--- src/common/cfp_pkg.sv ---
package cfp_pkg;
	// Fill geometry
	localparam int unsigned FILL_BEATS     = 4;
	localparam int unsigned FILL_WIDTH     = 64;
	localparam int unsigned BEAT_CNT_W     = 2;
	localparam logic [1:0]  BEAT_LAST      = 2'h3;
	localparam logic [1:0]  BEAT_RESET     = 2'h0;

	// Register map (word aligned byte addresses)
	localparam logic [3:0]  REG_CTRL       = 4'h0;
	localparam logic [3:0]  REG_STATUS     = 4'h4;
	localparam logic [3:0]  REG_COUNT      = 4'h8;

	// Control register fields
	localparam int unsigned CTRL_PAGING    = 0;
	localparam int unsigned CTRL_ATTR_SEL  = 1;
	localparam int unsigned CTRL_FLUSH     = 2;
	localparam logic [1:0]  CTRL_RESET     = 2'h0;

	// Status register fields
	localparam int unsigned STAT_FILLING   = 0;
	localparam int unsigned STAT_LAST_CACH = 1;
	localparam int unsigned STAT_ICACHE    = 2;

	// Bus answers
	localparam logic [31:0] RD_UNMAPPED    = 32'h0000_0000;
	localparam logic [15:0] CNT_RESET      = 16'h0000;

	typedef enum logic [1:0] {
		CFP_IDLE  = 2'b00,
		CFP_ADDR  = 2'b01,
		CFP_DATA  = 2'b10
	} cfp_state_e;
endpackage

--- src/rtl/cfp_fill_ctrl.sv ---
`timescale 1ns/100ps
// How it works
// RQ1: Cache writes of fetched read data only when cache enable sampled asserted.
// RQ2: External logic holds cache_enable_n low from strobe+1 through cycle end.
// RQ3: A cache fill is four consecutive 64-bit external reads.
// RQ4: Enable deasserted on first fetch: data passes through, never stored.
// RQ5: Hits served regardless of enable input; only flush removes entries.
// RQ6: With paging, second-level cache-disable marks cacheability; first-level ignored.
// RQ7: Write-through set keeps page data out of on-chip cache. Code blocks data reads only; instruction fetches still fill.
// RQ8: Directory-level write-through bit is reserved and never used.
// RQ9: Write-through and cache-disable are evaluated independently.
// RQ10: Fill disabled when cache-disable set or enable input deasserted.
// RQ11: Paging off: both page attributes ignored.
// RQ12: Attribute output shows write-through when select set, else cache-disable.
// RQ13: Attribute output deasserted for every cycle while paging disabled.
// RQ14: Attribute output valid with address, stable through address phase.
module cfp_fill_ctrl
	import cfp_pkg::*;
(
	// Clock and reset
	input  wire logic        clk,
	input  wire logic        reset_n,
	// Avalon-MM slave
	input  wire logic [3:0]  avs_address,
	input  wire logic        avs_read,
	input  wire logic        avs_write,
	input  wire logic [31:0] avs_writedata,
	input  wire logic [3:0]  avs_byteenable,
	output logic      [31:0] avs_readdata,
	output logic             avs_waitrequest,
	// Core request side
	input  wire logic        core_read_req,
	input  wire logic        core_is_instr,
	input  wire logic        core_cache_hit,
	input  wire logic        dir_cache_disable,
	input  wire logic        dir_write_through,
	input  wire logic        page_cache_disable,
	input  wire logic        page_write_through,
	// External bus pins
	input  wire logic        cache_enable_n,
	input  wire logic        next_address_req_n,
	input  wire logic        ready_n,
	output logic             address_strobe_n,
	output logic             page_attr_out,
	// Cache write controls
	output logic             icache_write,
	output logic             dcache_write,
	output logic             hit_serve,
	output logic             cache_flush,
	output logic             fill_busy
);
	cfp_state_e       state_q, state_d;
	logic [1:0]       beat_q, beat_d;
	logic             fill_q, fill_d;
	logic             instr_q, instr_d;
	logic             ken_ok_q, ken_ok_d;
	logic             ext_cd_q, ext_cd_d;
	logic             ext_wt_q, ext_wt_d;
	logic             ads_n_q, ads_n_d;
	logic             attr_q, attr_d;
	logic             iwr_q, iwr_d;
	logic             dwr_q, dwr_d;
	logic             hit_q, hit_d;
	logic             last_cach_q, last_cach_d;
	logic [1:0]       ctrl_q, ctrl_d;
	logic             flush_q, flush_d;
	logic [15:0]      cnt_q, cnt_d;
	logic [31:0]      rdata_q, rdata_d;
	logic             wait_q, wait_d;
	logic [1:0]       age_q, age_d;
	logic             cach_end;

	// Pins reach logic two cycles late
	localparam logic [1:0] PIN_LAG = 2'h2;
	logic [2:0]       pins_s;
	logic             ken_s, na_s, rdy_s;
	logic             paging, sel, cyc_end, data_ok, cache_ok;
	logic             eff_cd, eff_wt;

	// Pins pass two flops before use
	cfp_sync #(.WIDTH(3)) u_sync (
		.clk       (clk),
		.reset_n   (reset_n),
		.async_in  ({cache_enable_n, next_address_req_n, ready_n}),
		.reset_val (3'h7),
		.sync_out  (pins_s)
	);

	always_comb begin
		ken_s   = ~pins_s[2];
		na_s    = ~pins_s[1];
		rdy_s   = ~pins_s[0];
		paging  = ctrl_q[CTRL_PAGING];
		sel     = ctrl_q[CTRL_ATTR_SEL];
		cyc_end = na_s | rdy_s;
		data_ok = rdy_s;
		// RQ11 paging gate
		// RQ6 second level only
		eff_cd  = paging & page_cache_disable;
		// RQ8 directory unused
		// RQ9 independent attributes
		eff_wt  = paging & page_write_through;
		// RQ7 write-through
		// RQ10 cache-disable blocks fill
		cache_ok = ~eff_cd & ~(eff_wt & ~core_is_instr);
	end

	// Bus cycle sequencing and fill decision
	always_comb begin
		state_d     = state_q;
		beat_d      = beat_q;
		fill_d      = fill_q;
		instr_d     = instr_q;
		ken_ok_d    = ken_ok_q;
		ext_cd_d    = ext_cd_q;
		ext_wt_d    = ext_wt_q;
		ads_n_d     = 1'b1;
		attr_d      = attr_q;
		iwr_d       = 1'b0;
		dwr_d       = 1'b0;
		last_cach_d = last_cach_q;
		age_d       = age_q;
		cach_end    = 1'b0;
		// RQ5 hits bypass enable
		hit_d       = core_read_req & core_cache_hit & (state_q == CFP_IDLE);
		unique case (state_q)
			CFP_IDLE: begin
				if (core_read_req && !core_cache_hit) begin
					state_d  = CFP_ADDR;
					ads_n_d  = 1'b0;
					beat_d   = BEAT_RESET;
					instr_d  = core_is_instr;
					ext_cd_d = eff_cd;
					ext_wt_d = eff_wt;
					fill_d   = cache_ok;
					ken_ok_d = 1'b1;
					// RQ12 attribute select
					// RQ13 quiet without paging
					// RQ14 launched with address
					attr_d   = paging & (sel ? eff_wt : eff_cd);
				end
			end
			CFP_ADDR: begin
				state_d = CFP_DATA;
				age_d   = 2'h0;
			end
			CFP_DATA: begin
				// RQ2 window after pin lag
				// Earlier synced samples come from the strobe cycle or before it, ahead of strobe+1
				if (age_q != PIN_LAG) begin
					age_d = age_q + 2'h1;
				end else if (!ken_s) begin
					ken_ok_d = 1'b0;
				end
				if (data_ok) begin
					// RQ1 write only when enabled
					// RQ4 first beat decides
					if (fill_q && ken_ok_d) begin
						iwr_d = instr_q;
						dwr_d = ~instr_q;
					end
					// RQ3 four beat fill
					if (fill_q && ken_ok_d && beat_q != BEAT_LAST) begin
						beat_d  = beat_q + 2'h1;
						state_d = CFP_ADDR;
						ads_n_d = 1'b0;
					end else begin
						last_cach_d = fill_q & ken_ok_d;
						cach_end    = fill_q & ken_ok_d;
						fill_d      = 1'b0;
						state_d     = CFP_IDLE;
						attr_d      = 1'b0;
					end
				end else if (cyc_end && beat_q == BEAT_RESET && !ken_ok_d) begin
					fill_d = 1'b0;
				end
			end
			default: state_d = CFP_IDLE;
		endcase
	end

	// Register slave, one wait state per access
	always_comb begin
		ctrl_d  = ctrl_q;
		flush_d = 1'b0;
		// Counts every cached fill, back to back ones too
		cnt_d   = cnt_q + {15'h0000, cach_end};
		rdata_d = rdata_q;
		wait_d  = 1'b1;
		if ((avs_read || avs_write) && wait_q) begin
			wait_d = 1'b0;
			if (avs_write && avs_byteenable[0]) begin
				if (avs_address == REG_CTRL) begin
					ctrl_d  = avs_writedata[1:0];
					// RQ5 only flush clears
					flush_d = avs_writedata[CTRL_FLUSH];
				end else if (avs_address == REG_COUNT) begin
					// Fill ending in the clear cycle still counts
					cnt_d = CNT_RESET + {15'h0000, cach_end};
				end
			end
			unique case (avs_address)
				REG_CTRL:   rdata_d = {30'h0000_0000, ctrl_q};
				REG_STATUS: rdata_d = {29'h0000_0000, instr_q, last_cach_q, fill_q};
				REG_COUNT:  rdata_d = {16'h0000, cnt_q};
				default:    rdata_d = RD_UNMAPPED;
			endcase
		end
	end

	always_ff @(posedge clk or negedge reset_n) begin
		if (!reset_n) begin
			state_q     <= CFP_IDLE;
			beat_q      <= BEAT_RESET;
			fill_q      <= 1'b0;
			instr_q     <= 1'b0;
			ken_ok_q    <= 1'b0;
			ext_cd_q    <= 1'b0;
			ext_wt_q    <= 1'b0;
			ads_n_q     <= 1'b1;
			attr_q      <= 1'b0;
			iwr_q       <= 1'b0;
			dwr_q       <= 1'b0;
			hit_q       <= 1'b0;
			last_cach_q <= 1'b0;
			age_q       <= 2'h0;
		end else begin
			state_q     <= state_d;
			beat_q      <= beat_d;
			fill_q      <= fill_d;
			instr_q     <= instr_d;
			ken_ok_q    <= ken_ok_d;
			ext_cd_q    <= ext_cd_d;
			ext_wt_q    <= ext_wt_d;
			ads_n_q     <= ads_n_d;
			attr_q      <= attr_d;
			iwr_q       <= iwr_d;
			dwr_q       <= dwr_d;
			hit_q       <= hit_d;
			last_cach_q <= last_cach_d;
			age_q       <= age_d;
		end
	end

	// Register slave state
	always_ff @(posedge clk or negedge reset_n) begin
		if (!reset_n) begin
			ctrl_q  <= CTRL_RESET;
			flush_q <= 1'b0;
			cnt_q   <= CNT_RESET;
			rdata_q <= RD_UNMAPPED;
			wait_q  <= 1'b1;
		end else begin
			ctrl_q  <= ctrl_d;
			flush_q <= flush_d;
			cnt_q   <= cnt_d;
			rdata_q <= rdata_d;
			wait_q  <= wait_d;
		end
	end

	always_comb begin
		avs_readdata     = rdata_q;
		avs_waitrequest  = wait_q;
		address_strobe_n = ads_n_q;
		page_attr_out    = attr_q;
		icache_write     = iwr_q;
		dcache_write     = dwr_q;
		hit_serve        = hit_q;
		cache_flush      = flush_q;
		fill_busy        = fill_q;
	end

	// Latched attributes kept for debug visibility only
	logic unused_ok;
	assign unused_ok = ext_cd_q ^ ext_wt_q ^ dir_cache_disable ^ dir_write_through
		^ avs_writedata[31] ^ (|avs_byteenable[3:1]) ^ (|avs_writedata[30:3]);
endmodule

--- src/rtl/cfp_sync.sv ---
`timescale 1ns/100ps
module cfp_sync
	import cfp_pkg::*;
#(
	parameter int unsigned WIDTH = 1
) (
	// Clock and reset
	input  wire logic             clk,
	input  wire logic             reset_n,
	// Data
	input  wire logic [WIDTH-1:0] async_in,
	input  wire logic [WIDTH-1:0] reset_val,
	output logic      [WIDTH-1:0] sync_out
);
	logic [WIDTH-1:0] meta_q;
	logic [WIDTH-1:0] meta_d;
	logic [WIDTH-1:0] sync_d;

	if (WIDTH < 1) begin : g_width_chk
		$error("cfp_sync WIDTH must be at least 1");
	end

	always_comb begin
		meta_d = async_in;
		sync_d = meta_q;
	end

	// Reset value is a constant; reset_val unused under reset for that reason
	always_ff @(posedge clk or negedge reset_n) begin
		if (!reset_n) begin
			meta_q   <= '1;
			sync_out <= '1;
		end else begin
			meta_q   <= meta_d;
			sync_out <= sync_d;
		end
	end

	logic unused_ok;
	assign unused_ok = |reset_val;
endmodule

--- config.mk ---
export PLATFORM = sky130hd
export DESIGN_NAME = cfp_fill_ctrl
export DESIGN_NICKNAME = d
export VERILOG_FILES = /design/src/common/cfp_pkg.sv /design/src/rtl/cfp_fill_ctrl.sv /design/src/rtl/cfp_sync.sv
export SDC_FILE = /design/constraint.sdc
export NUM_CORES = 1
export LEC_CHECK = 0
export ABC_AREA = 1
export BUFFER_PORTS_ARGS = -buffer_cell sky130_fd_sc_hd__buf_2
export CAP_MARGIN = 20
export CORE_MARGIN = 2
export CORE_UTILIZATION = 45
export DETAILED_ROUTE_END_ITERATION = 8
export GPL_TIMING_DRIVEN = 1
export PLACE_DENSITY = 0.76
export SLEW_MARGIN = 20
export SYNTH_ARGS = -nofsm -noshare
export SYNTH_HDL_FRONTEND = slang
export SYNTH_SLANG_ARGS = --single-unit
--- constraint.sdc ---
create_clock -name clk -period 1.8 [get_ports clk]
set_input_delay 0.09 -clock clk [delete_from_list [all_inputs] [get_ports clk]]
set_output_delay 0.09 -clock clk [all_outputs]
set_load 0.01 [all_outputs]
; ---- Word level (Yosys, flattened, before mapping)
; Index checks and enable logic that the tools add are counted.
[totals]
regBits = 73
output_inout_bits = 40
wordCells = 121
[classes]
add_sub_neg = 3
eq_ne = 13
mux = 46
bitwise = 16
n_reduce_logical = 24
[op_table]
columns = op, count
row1 = two-way mux 16 bit, 4
row2 = one-hot mux 16 bit (3 select lines), 1
row3 = two-way mux 1 bit, 28
row4 = adder 16 x 1 -> 16 bit, 1
row5 = two-way mux 2 bit, 6
row6 = != test 2 bit (second input constant), 6
row7 = AND reduction 4 bit, 3
row8 = AND 1 bit, 8
row9 = one-hot mux 1 bit (2 select lines), 4
row10 = one-hot mux 2 bit (2 select lines), 2
row11 = AND reduction 2 bit, 4
row12 = logical AND 1 bit, 7
row13 = NOT 1 bit, 7
row14 = one-hot mux 2 bit (3 select lines), 1
row15 = AND reduction 3 bit, 2
row16 = adder 2 x 1 -> 2 bit (second input constant), 2
row17 = == test 4 x 3 -> 1 bit (second input constant), 1
row18 = == test 4 bit (second input constant), 1
row19 = logical NOT 2 bit, 2
row20 = logical NOT 4 bit, 1
row21 = nonzero test 2 bit, 2
row22 = != test 3 x 2 -> 1 bit (second input constant), 1
row23 = != test 3 bit (second input constant), 1
row24 = == test 2 x 1 -> 1 bit (second input constant), 1
row25 = other kinds (5), 6

; ---- Depth between registers and ports, before layout
; Gate-level depths: netlist (run 1).
[logic_depth]
ltp_word = 13
ltp_mapped = 15
depth_no_buf = 15

; ---- Modules after synthesis
; A second synthesis (run 1) with hierarchy kept.
[unflattened]
cells_unflattened = 326
hier_area_um2 = 2846.5
[modules_own_cells]
columns = mod, instances, cells_each, area_each_um2
row1 = cfp_fill_ctrl, 1, 320, 2688.8
row2 = cfp_sync, 1, 6, 157.7

; ---- Worst setup path after synthesis (run 1)
; No wires, ideal clock.
[synth_timing]
path_type = reg2reg
startpoint = register age_q[0]
endpoint = register cnt_q[9]
arrival_time_ns = 1.783
required_ns = 1.727
slack_ns = -0.056
stages_incl_launch_ff = 14
path_buffers = 0
synth_period_minus_slack_ns = 1.856
path_cell_list = dfrtp_1 inv_1 ha_1 nand2_1 nand3_1 inv_1 nand3_1 inv_1 ha_1 nand3_2 nor2_4 nand2_2 or2_0 a21oi_2
[synth_via]
elab_chain_cells = 13
word_cells_on_any_way = 14
classes_between = add/sub: 1 / eq/ne: 1 / mux: 9 / bitwise: 1 / reduce/logical: 2
[synth_lines]
columns = item, line_no
row1 = start: declaration, cfp_fill_ctrl.sv:70  ; logic [1:0] age_q, age_d;
row2 = start signal: assignment, cfp_fill_ctrl.sv:241  ; age_q <= age_d;
row3 = != test 2 bit *, cfp_fill_ctrl.sv:150  ; if (age_q != PIN_LAG) begin
row4 = two-way mux 1 bit *, cfp_fill_ctrl.sv:150
row5 = two-way mux 1 bit *, cfp_fill_ctrl.sv:126  ; unique case (state_q)
row6 = logical AND 1 bit (2 in series), cfp_fill_ctrl.sv:163  ; if (fill_q && ken_ok_d && beat_q != BEAT_LAST) begin
row7 = two-way mux 1 bit *, cfp_fill_ctrl.sv:163
row8 = two-way mux 1 bit *, cfp_fill_ctrl.sv:155  ; if (data_ok) begin
row9 = two-way mux 1 bit *, cfp_fill_ctrl.sv:126
row10 = adder 16 x 1 -> 16 bit *, cfp_fill_ctrl.sv:187  ; cnt_d = cnt_q + {15'h0000, cach_end};
row11 = two-way mux 16 bit, cfp_fill_ctrl.sv:197  ; end else if (avs_address == REG_COUNT) begin
row12 = two-way mux 16 bit, cfp_fill_ctrl.sv:193  ; if (avs_address == REG_CTRL) begin
row13 = two-way mux 16 bit, cfp_fill_ctrl.sv:192  ; if (avs_write && avs_byteenable[0]) begin
row14 = two-way mux 16 bit *, cfp_fill_ctrl.sv:190  ; if ((avs_read || avs_write) && wait_q) begin
row15 = via cnt_d[9], cfp_fill_ctrl.sv:67  ; logic [15:0] cnt_q, cnt_d;
row16 = end signal: assignment, cfp_fill_ctrl.sv:256  ; cnt_q <= cnt_d;
row17 = end: declaration, cfp_fill_ctrl.sv:67
; Mark *: on every way through the listed nets, which the timed path passes. The rest lies on a longest branch. The select of a mux whose other input is x is not followed.
; A chain may end at the register's enable or synchronous reset.

; ---- Worst setup path after layout (run 1)
[layout_timing]
startpoint = register age_q[1]
endpoint = register cnt_q[11]
; Same word-level chain as after synthesis.

==> out/results.tsv, run 1 <==
metric	value	unit
synth top area cells	dfrtp_1 (44%), nand2_1 (13%), dfstp_2 (7.6%), inv_1 (4.5%), buf_4 (4.4%)	
Setup violations, final	4	
via-per-instance ratio	4.807	
HPWL after detailed placement	4180	um
largest area contributor in the netlist	dfrtp_1	
layout net count	461	
CTS root buf	clkbuf_8	
IO Port Bufs	43	
via count	2317	
# rows	28	
# diodes	0	
YS warnings	0	
DRT iter0 DRCs	83	
synth unique cells	35	
Worst Hold Class	in2reg	
layout cells sized above 1	0.2899	
Detail Route Antenna Nets	0	
htree depth	3	
post-synthesis sequential area ratio	0.5206	
average size of a mapped cell	8.595	um2
max-cap violations	0	
main flop type after synthesis	dfrtp_1	
Slew Viols, Final	0	
CP Class	reg2reg	
Final Skew	0.01037	ns
Initial Util	0.4660	
Post-Synthesis Cells	321	
EDFF count, synth	0	
Core Area	5921	um2
CTS sink count	57	
I/O Pins	94	
Worst-path clk slew	0.06	ns
clock buffer depth	2	
largest net degree at the start of global routing	58	
status	finished with violations	
count leader, synth	nand2_1	
initial antenna violation count	0	
first drt pass iteration count	4	
vias in the first global route	2264	
CP max FO	3	
failing checks	negative setup slack	
Leakage	1.890	nW
Die ar.	6773	um2
CP startpoint kind	flip-flop	
Critical Path RT	2.07	ns
Peak Freq	541.1	MHz
clk_lat worst skew	0.34	ns
Die Y	82.30	um
Final Hold Fails	0	
die width	82.30	um
register bit total from synthesis	57	
Max VDD drop	0.8182	mV
PwrDens	1079	nW/um2
area delta synth->final	28.53	%
synth cell count leaders	nand2_1 (96), dfrtp_1 (49), inv_1 (33), nor2_1 (27), nand3_1 (18)	
Critical Path End Type	flip-flop	
WL/cell	12.39	um
global route total overflow	0	
setup_tns	-0.1422	ns
async set-reset flop share out of synthesis	1.000	
unrepaired setup endpoints after global routing	true	
dpl ws	-0.1149	ns
GP Congestion	0.8509	
TritonCTS clock tree	built	
part of the cycle the worst path needs	1.027	
worst path arrival time	2.12	ns
Final Util	0.5989	
final wirelength	5973	um
Synth top area share	0.4444	
mapped cell area	2759	um2
global-route wire length before repair	9729	um
final worst-path setup slack	-0.04806	ns
Total Routing Usage GR	0.1964	
cts bufs inserted	9	
number of remaining DRC errors	0	
post-layout minimum cycle time	1.848	ns
timing repair:
action,4_1_cts,5_1_grt
resized for setup,6,20
endpoints found under the setup margin,9,15
endpoints found under the hold margin,56,0
setup buffers,9,0
hold buffers,9,0
pin swaps,7,10
metal layers:
metal / GRT usage / up-vias / share of wire
li1: - / 1150 / -
met1: 0.2038 / 1099 / 0.39
met2: 0.3532 / 55 / 0.54
met3: 0.07283 / 13 / 0.051
met4: 0.08333 / 0 / 0.017
met5: 0 / - / 0
power by group:
group          internal (mW)  switching (mW)
sequential              1.50           0.206
clock                  0.578           0.469
combinational          0.464           0.612
total                   2.54            1.29
through the flow:
stage               total power, mW  std cells  hold slack [ns]  instance area (um2)
floorplan                     2.275        336          -0.2056                 2840
global placement              2.544        448           0.1125                 3118
detailed placement            2.580        448           0.1172                 3118
CTS                           3.760        482          0.01329                 3465
global route                  4.082        482          0.01269                 3546
finish                        3.827        482          0.01969                 3546
flip-flops by register name (all words and copies together) (netlist names), 2 cells and up:
signal,count
age_q,2
avs_readdata,16
beat_q,2
cnt_q,16
ctrl_q,2
state_q,2
u_sync.meta_q,3
u_sync.sync_out,3
critical path, cell delays in order, from the launching register on:
cell      delay [ns]
dfrtp_1         0.41
ha_4            0.18
nand2_4         0.07
nand3_4         0.08
inv_4           0.08
nand3_4         0.08
inv_4           0.08
ha_4            0.15
nand3_4         0.09
nor2_4          0.16
buf_6           0.13
nand3b_1        0.07
nand2_1         0.06
nand2_1         0.05
nor2_1          0.09
logic make-up (layout without fill, tap and decap cells):
logic type	after synthesis	in the layout	synth area share
AND/OR/NAND/NOR	168	168	0.2744
flip-flops	57	57	0.5206
buffers and inverters	54	125	0.09887
AO/OA/AOI/OAI	34	34	0.07574
adder cells (fa/ha/maj)	5	5	0.02268
XOR/XNOR	2	2	0.006350
other	1	16	0.001359
final cells by class:
class | instances | area [um2]
tap | 75 | 93.84
inverter | 35 | 136.4
fill | 536 | 2375
timing repair buffer | 74 | 486.7
clock buffer | 16 | 170.2
sequential | 57 | 1436
multi-input combinational | 225 | 1222
cells in the final DEF (no fill, tap or decap), types with 11 or more instances in the layout:
cell type  instances
buf_2             43
buf_4             20
clkbuf_8          11
conb_1            16
dfrtp_1           49
inv_1             30
nand2_1           93
nand3_1           16
nor2_1            25
worst paths after layout:
kind                                             from                           end  slack [ns]  cells after the start
min in group asynchronous                     reset_n  avs_readdata[15]$_DFFE_PN0P_        0.28                      3
min reg2reg                u_sync.meta_q[0]$_DFF_PN1_  u_sync.sync_out[0]$_DFF_PN1_        0.35                      0
max reg2reg                      age_q[1]$_DFFE_PN0P_           cnt_q[11]$_DFF_PN0_       -0.05                     14
max                              age_q[1]$_DFFE_PN0P_           cnt_q[11]$_DFF_PN0_       -0.05                     14
max in group asynchronous                     reset_n    address_strobe_n$_DFF_PN1_        1.21                      3
min                                          avs_read     avs_waitrequest$_DFF_PN1_        0.02                      2
(Power assumes the default switching activity.)
==> run 2: changes to the inputs <==
CTS_BUF_LIST = sky130_fd_sc_hd__clkbuf_4 sky130_fd_sc_hd__clkbuf_8 sky130_fd_sc_hd__clkbuf_16   (was not set)
==> run 2 against run 1 <==
Effect of this change: the run still ends with negative setup slack left; hold slack better by 0.0012 ns; sequential power about the same; first-iteration DRC count up 31%; clock-buffer cell count unchanged; final area up 0.39%; critical path depth down 2; wire length about the same; die area unchanged; cell count unchanged; largest cell class unchanged.
==> out/results.tsv, run 2 (same netlist as run 1, synthesis figures left out) <==
metric	value	unit	change
DRT iter0 DRCs	109		+31%
crit path from	age_q[1]$_DFFE_PN0P_		
htree depth	3		unchanged
max-cap violations	0		unchanged
worst reg2reg setup slack	-0.04	ns	about the same
PwrDens	1095	nW/um2	+1.4%
final wirelength	5968	um	about the same
CP max FO	3		unchanged
clock buffer depth	2		unchanged
GP Congestion	0.8509		unchanged
FF-to-FF End	cnt_q[9]$_DFF_PN0_		
layout filler cell count	535		-0.19%
# rows	28		unchanged
critical path's largest stage delay	0.41	ns	about the same
Setup violations, final	3		-1
Core Area	5921	um2	unchanged
Die Y	82.30	um	unchanged
failing checks	negative setup slack		
IO Port Bufs	43		unchanged
Total Routing Usage GR	0.1961		-0.0002327
most common cell after layout, fill and taps aside	nand2_1		
critical path's slowest cell	dfrtp_1		
Sequential Area	1436	um2	unchanged
first drt pass iteration count	4		unchanged
commonest non-fill, non-tap cells in the layout	nand2_1 (93), dfrtp_1 (49), buf_2 (43), inv_1 (29), nor2_1 (25)		
Critical Path RT	2.07	ns	about the same
global route total overflow	0		unchanged
part of the cycle the worst path needs	1.023		-0.003270
Peak Freq	542.8	MHz	+0.32%
Final Util	0.6012		+0.002325
Final Hold Fails	0		unchanged
post-layout minimum cycle time	1.842	ns	-0.005885 ns
HP Start	avs_read		
Initial Util	0.4660		unchanged
Leakage	1.896	nW	+0.34%
worst path arrival time	2.12	ns	about the same
Critical Path End Type	flip-flop		
CP startpoint kind	flip-flop		
worst-case reg-to-reg path depth	12		-2
Die ar.	6773	um2	unchanged
layout net count	461		unchanged
dpl ws	-0.1149	ns	unchanged
multi-input logic area	1217	um2	-0.41%
vias in the first global route	2257		-0.31%
initial antenna violation count	0		unchanged
final worst-path setup slack	-0.04218	ns	+0.005885 ns
die width	82.30	um	unchanged
CTS sink count	57		unchanged
via-per-instance ratio	4.830		+0.47%
Worst-path clk slew	0.06	ns	about the same
Cell Chain, Critical Path	ha_4 -> nand2_4 -> nand3_4 -> inv_4 -> nand3_4 -> inv_4 -> ha_4 -> nand3_4 -> nor2_4 -> nand2_2 -> or2_1 -> a21oi_2		
HPWL after detailed placement	4180	um	unchanged
number of remaining DRC errors	0		unchanged
I/O Pins	94		unchanged
cts bufs inserted	9		unchanged
# diodes	0		unchanged
Crit path top cell by count	nand3_4		
via count	2328		+0.47%
Final Skew	0.008423	ns	-0.001951 ns
Setup crit end	cnt_q[9]$_DFF_PN0_		
CP Class	reg2reg		
CTS root buf	clkbuf_8		
TritonCTS clock tree	built		
largest net degree at the start of global routing	58		unchanged
area delta synth->final	29.02	%	
Worst Hold Class	in2reg		
Max VDD drop	0.8181	mV	about the same
unrepaired setup endpoints after global routing	true		
WL/cell	12.38	um	about the same
Detail Route Antenna Nets	0		unchanged
global-route wire length before repair	9729	um	unchanged
layout cells sized above 1	0.3047		+0.01474
reg-to-reg startpoint	age_q[1]$_DFFE_PN0P_		
clk_lat worst skew	0.34	ns	about the same
Slew Viols, Final	0		unchanged
status	finished with violations		
[run 2: cell count changes in the layout (fill, tap and decap cells not counted)]
cell | before | now
nand2_4 | 3 | 2
clkbuf_4 | 0 | 5
inv_1 | 30 | 29
nand2_2 | 4 | 5
inv_2 | 3 | 4
clkbuf_1 | 5 | 0
[run 2: metal layers]
| metal | share of wire | global-route usage | vias to the layer above |
|---|---|---|---|
| met4 | 0.015 | 0.08500 | 0 |
| met2 | 0.55 | 0.3508 | 56 |
| met1 | 0.39 | 0.2045 | 1110 |
| met3 | 0.050 | 0.07283 | 12 |
| met5 | 0 | 0 | - |
| li1 | - | - | 1150 |
[run 2: worst min path at each step]
stage | end | slack, ns | cells after the start
5_1_grt | avs_waitrequest$_DFF_PN1_ | 0.01 | 2
2_1_floorplan | age_q[0]$_DFFE_PN0P_ | -0.21 | 0
3_3_place_gp | avs_readdata[7]$_DFFE_PN0P_ | 0.11 | 2
6_report | avs_waitrequest$_DFF_PN1_ | 0.02 | 2
3_5_place_dp | avs_readdata[7]$_DFFE_PN0P_ | 0.12 | 2
4_1_cts | avs_waitrequest$_DFF_PN1_ | 0.01 | 2
[run 2: metrics by stage]
| step | total power, mW | instances | hold WS (ns) | cell area (um2) | TNS (ns) |
|---|---|---|---|---|---|
| 6_report | 3.896 | 482 | 0.02085 | 3560 | -0.1063 |
| 5_1_grt | 4.154 | 482 | 0.01269 | 3560 | -0.9176 |
| 4_1_cts | 3.834 | 482 | 0.01329 | 3483 | -0.02662 |
| 3_5_place_dp | 2.580 | 448 | 0.1172 | 3118 | -0.4948 |
| 3_3_place_gp | 2.544 | 448 | 0.1125 | 3118 | -0.04984 |
| 2_1_floorplan | 2.275 | 336 | -0.2056 | 2840 | 0 |
[run 2: what timing repair did]
item / 4_1_cts / 5_1_grt
gates cloned: 0 / 0
buffers inserted: 9 / 0
endpoints found under the hold margin: 56 / 0
gates resized for setup: 6 / 20
pin swaps: 7 / 11
hold buffers: 9 / 0
setup endpoints to repair: 9 / 15
[run 2: area by class of cell]
type                    count  area share
well taps                  75     0.02636
inverters                  35     0.03831
clock buffers              16     0.05308
repair buffers             74      0.1367
flip-flops and latches     57      0.4035
multi-input cells         225      0.3420
[run 2: power by group]
| group | internal, mW | switching (mW) | total (mW) |
|---|---|---|---|
| sequential | 1.50 | 0.206 | 1.71 |
| clock | 0.653 | 0.466 | 1.12 |
| combinational | 0.463 | 0.608 | 1.07 |
[run 2: critical path, delay by kind of cell (launching register included)]
family,cells,cell delay [ns]
AND/OR/NAND/NOR,7,0.78
flip-flops,1,0.41
adder cells (fa/ha/maj),2,0.33
buffers and inverters,2,0.15
AO/OA/AOI/OAI,1,0.11
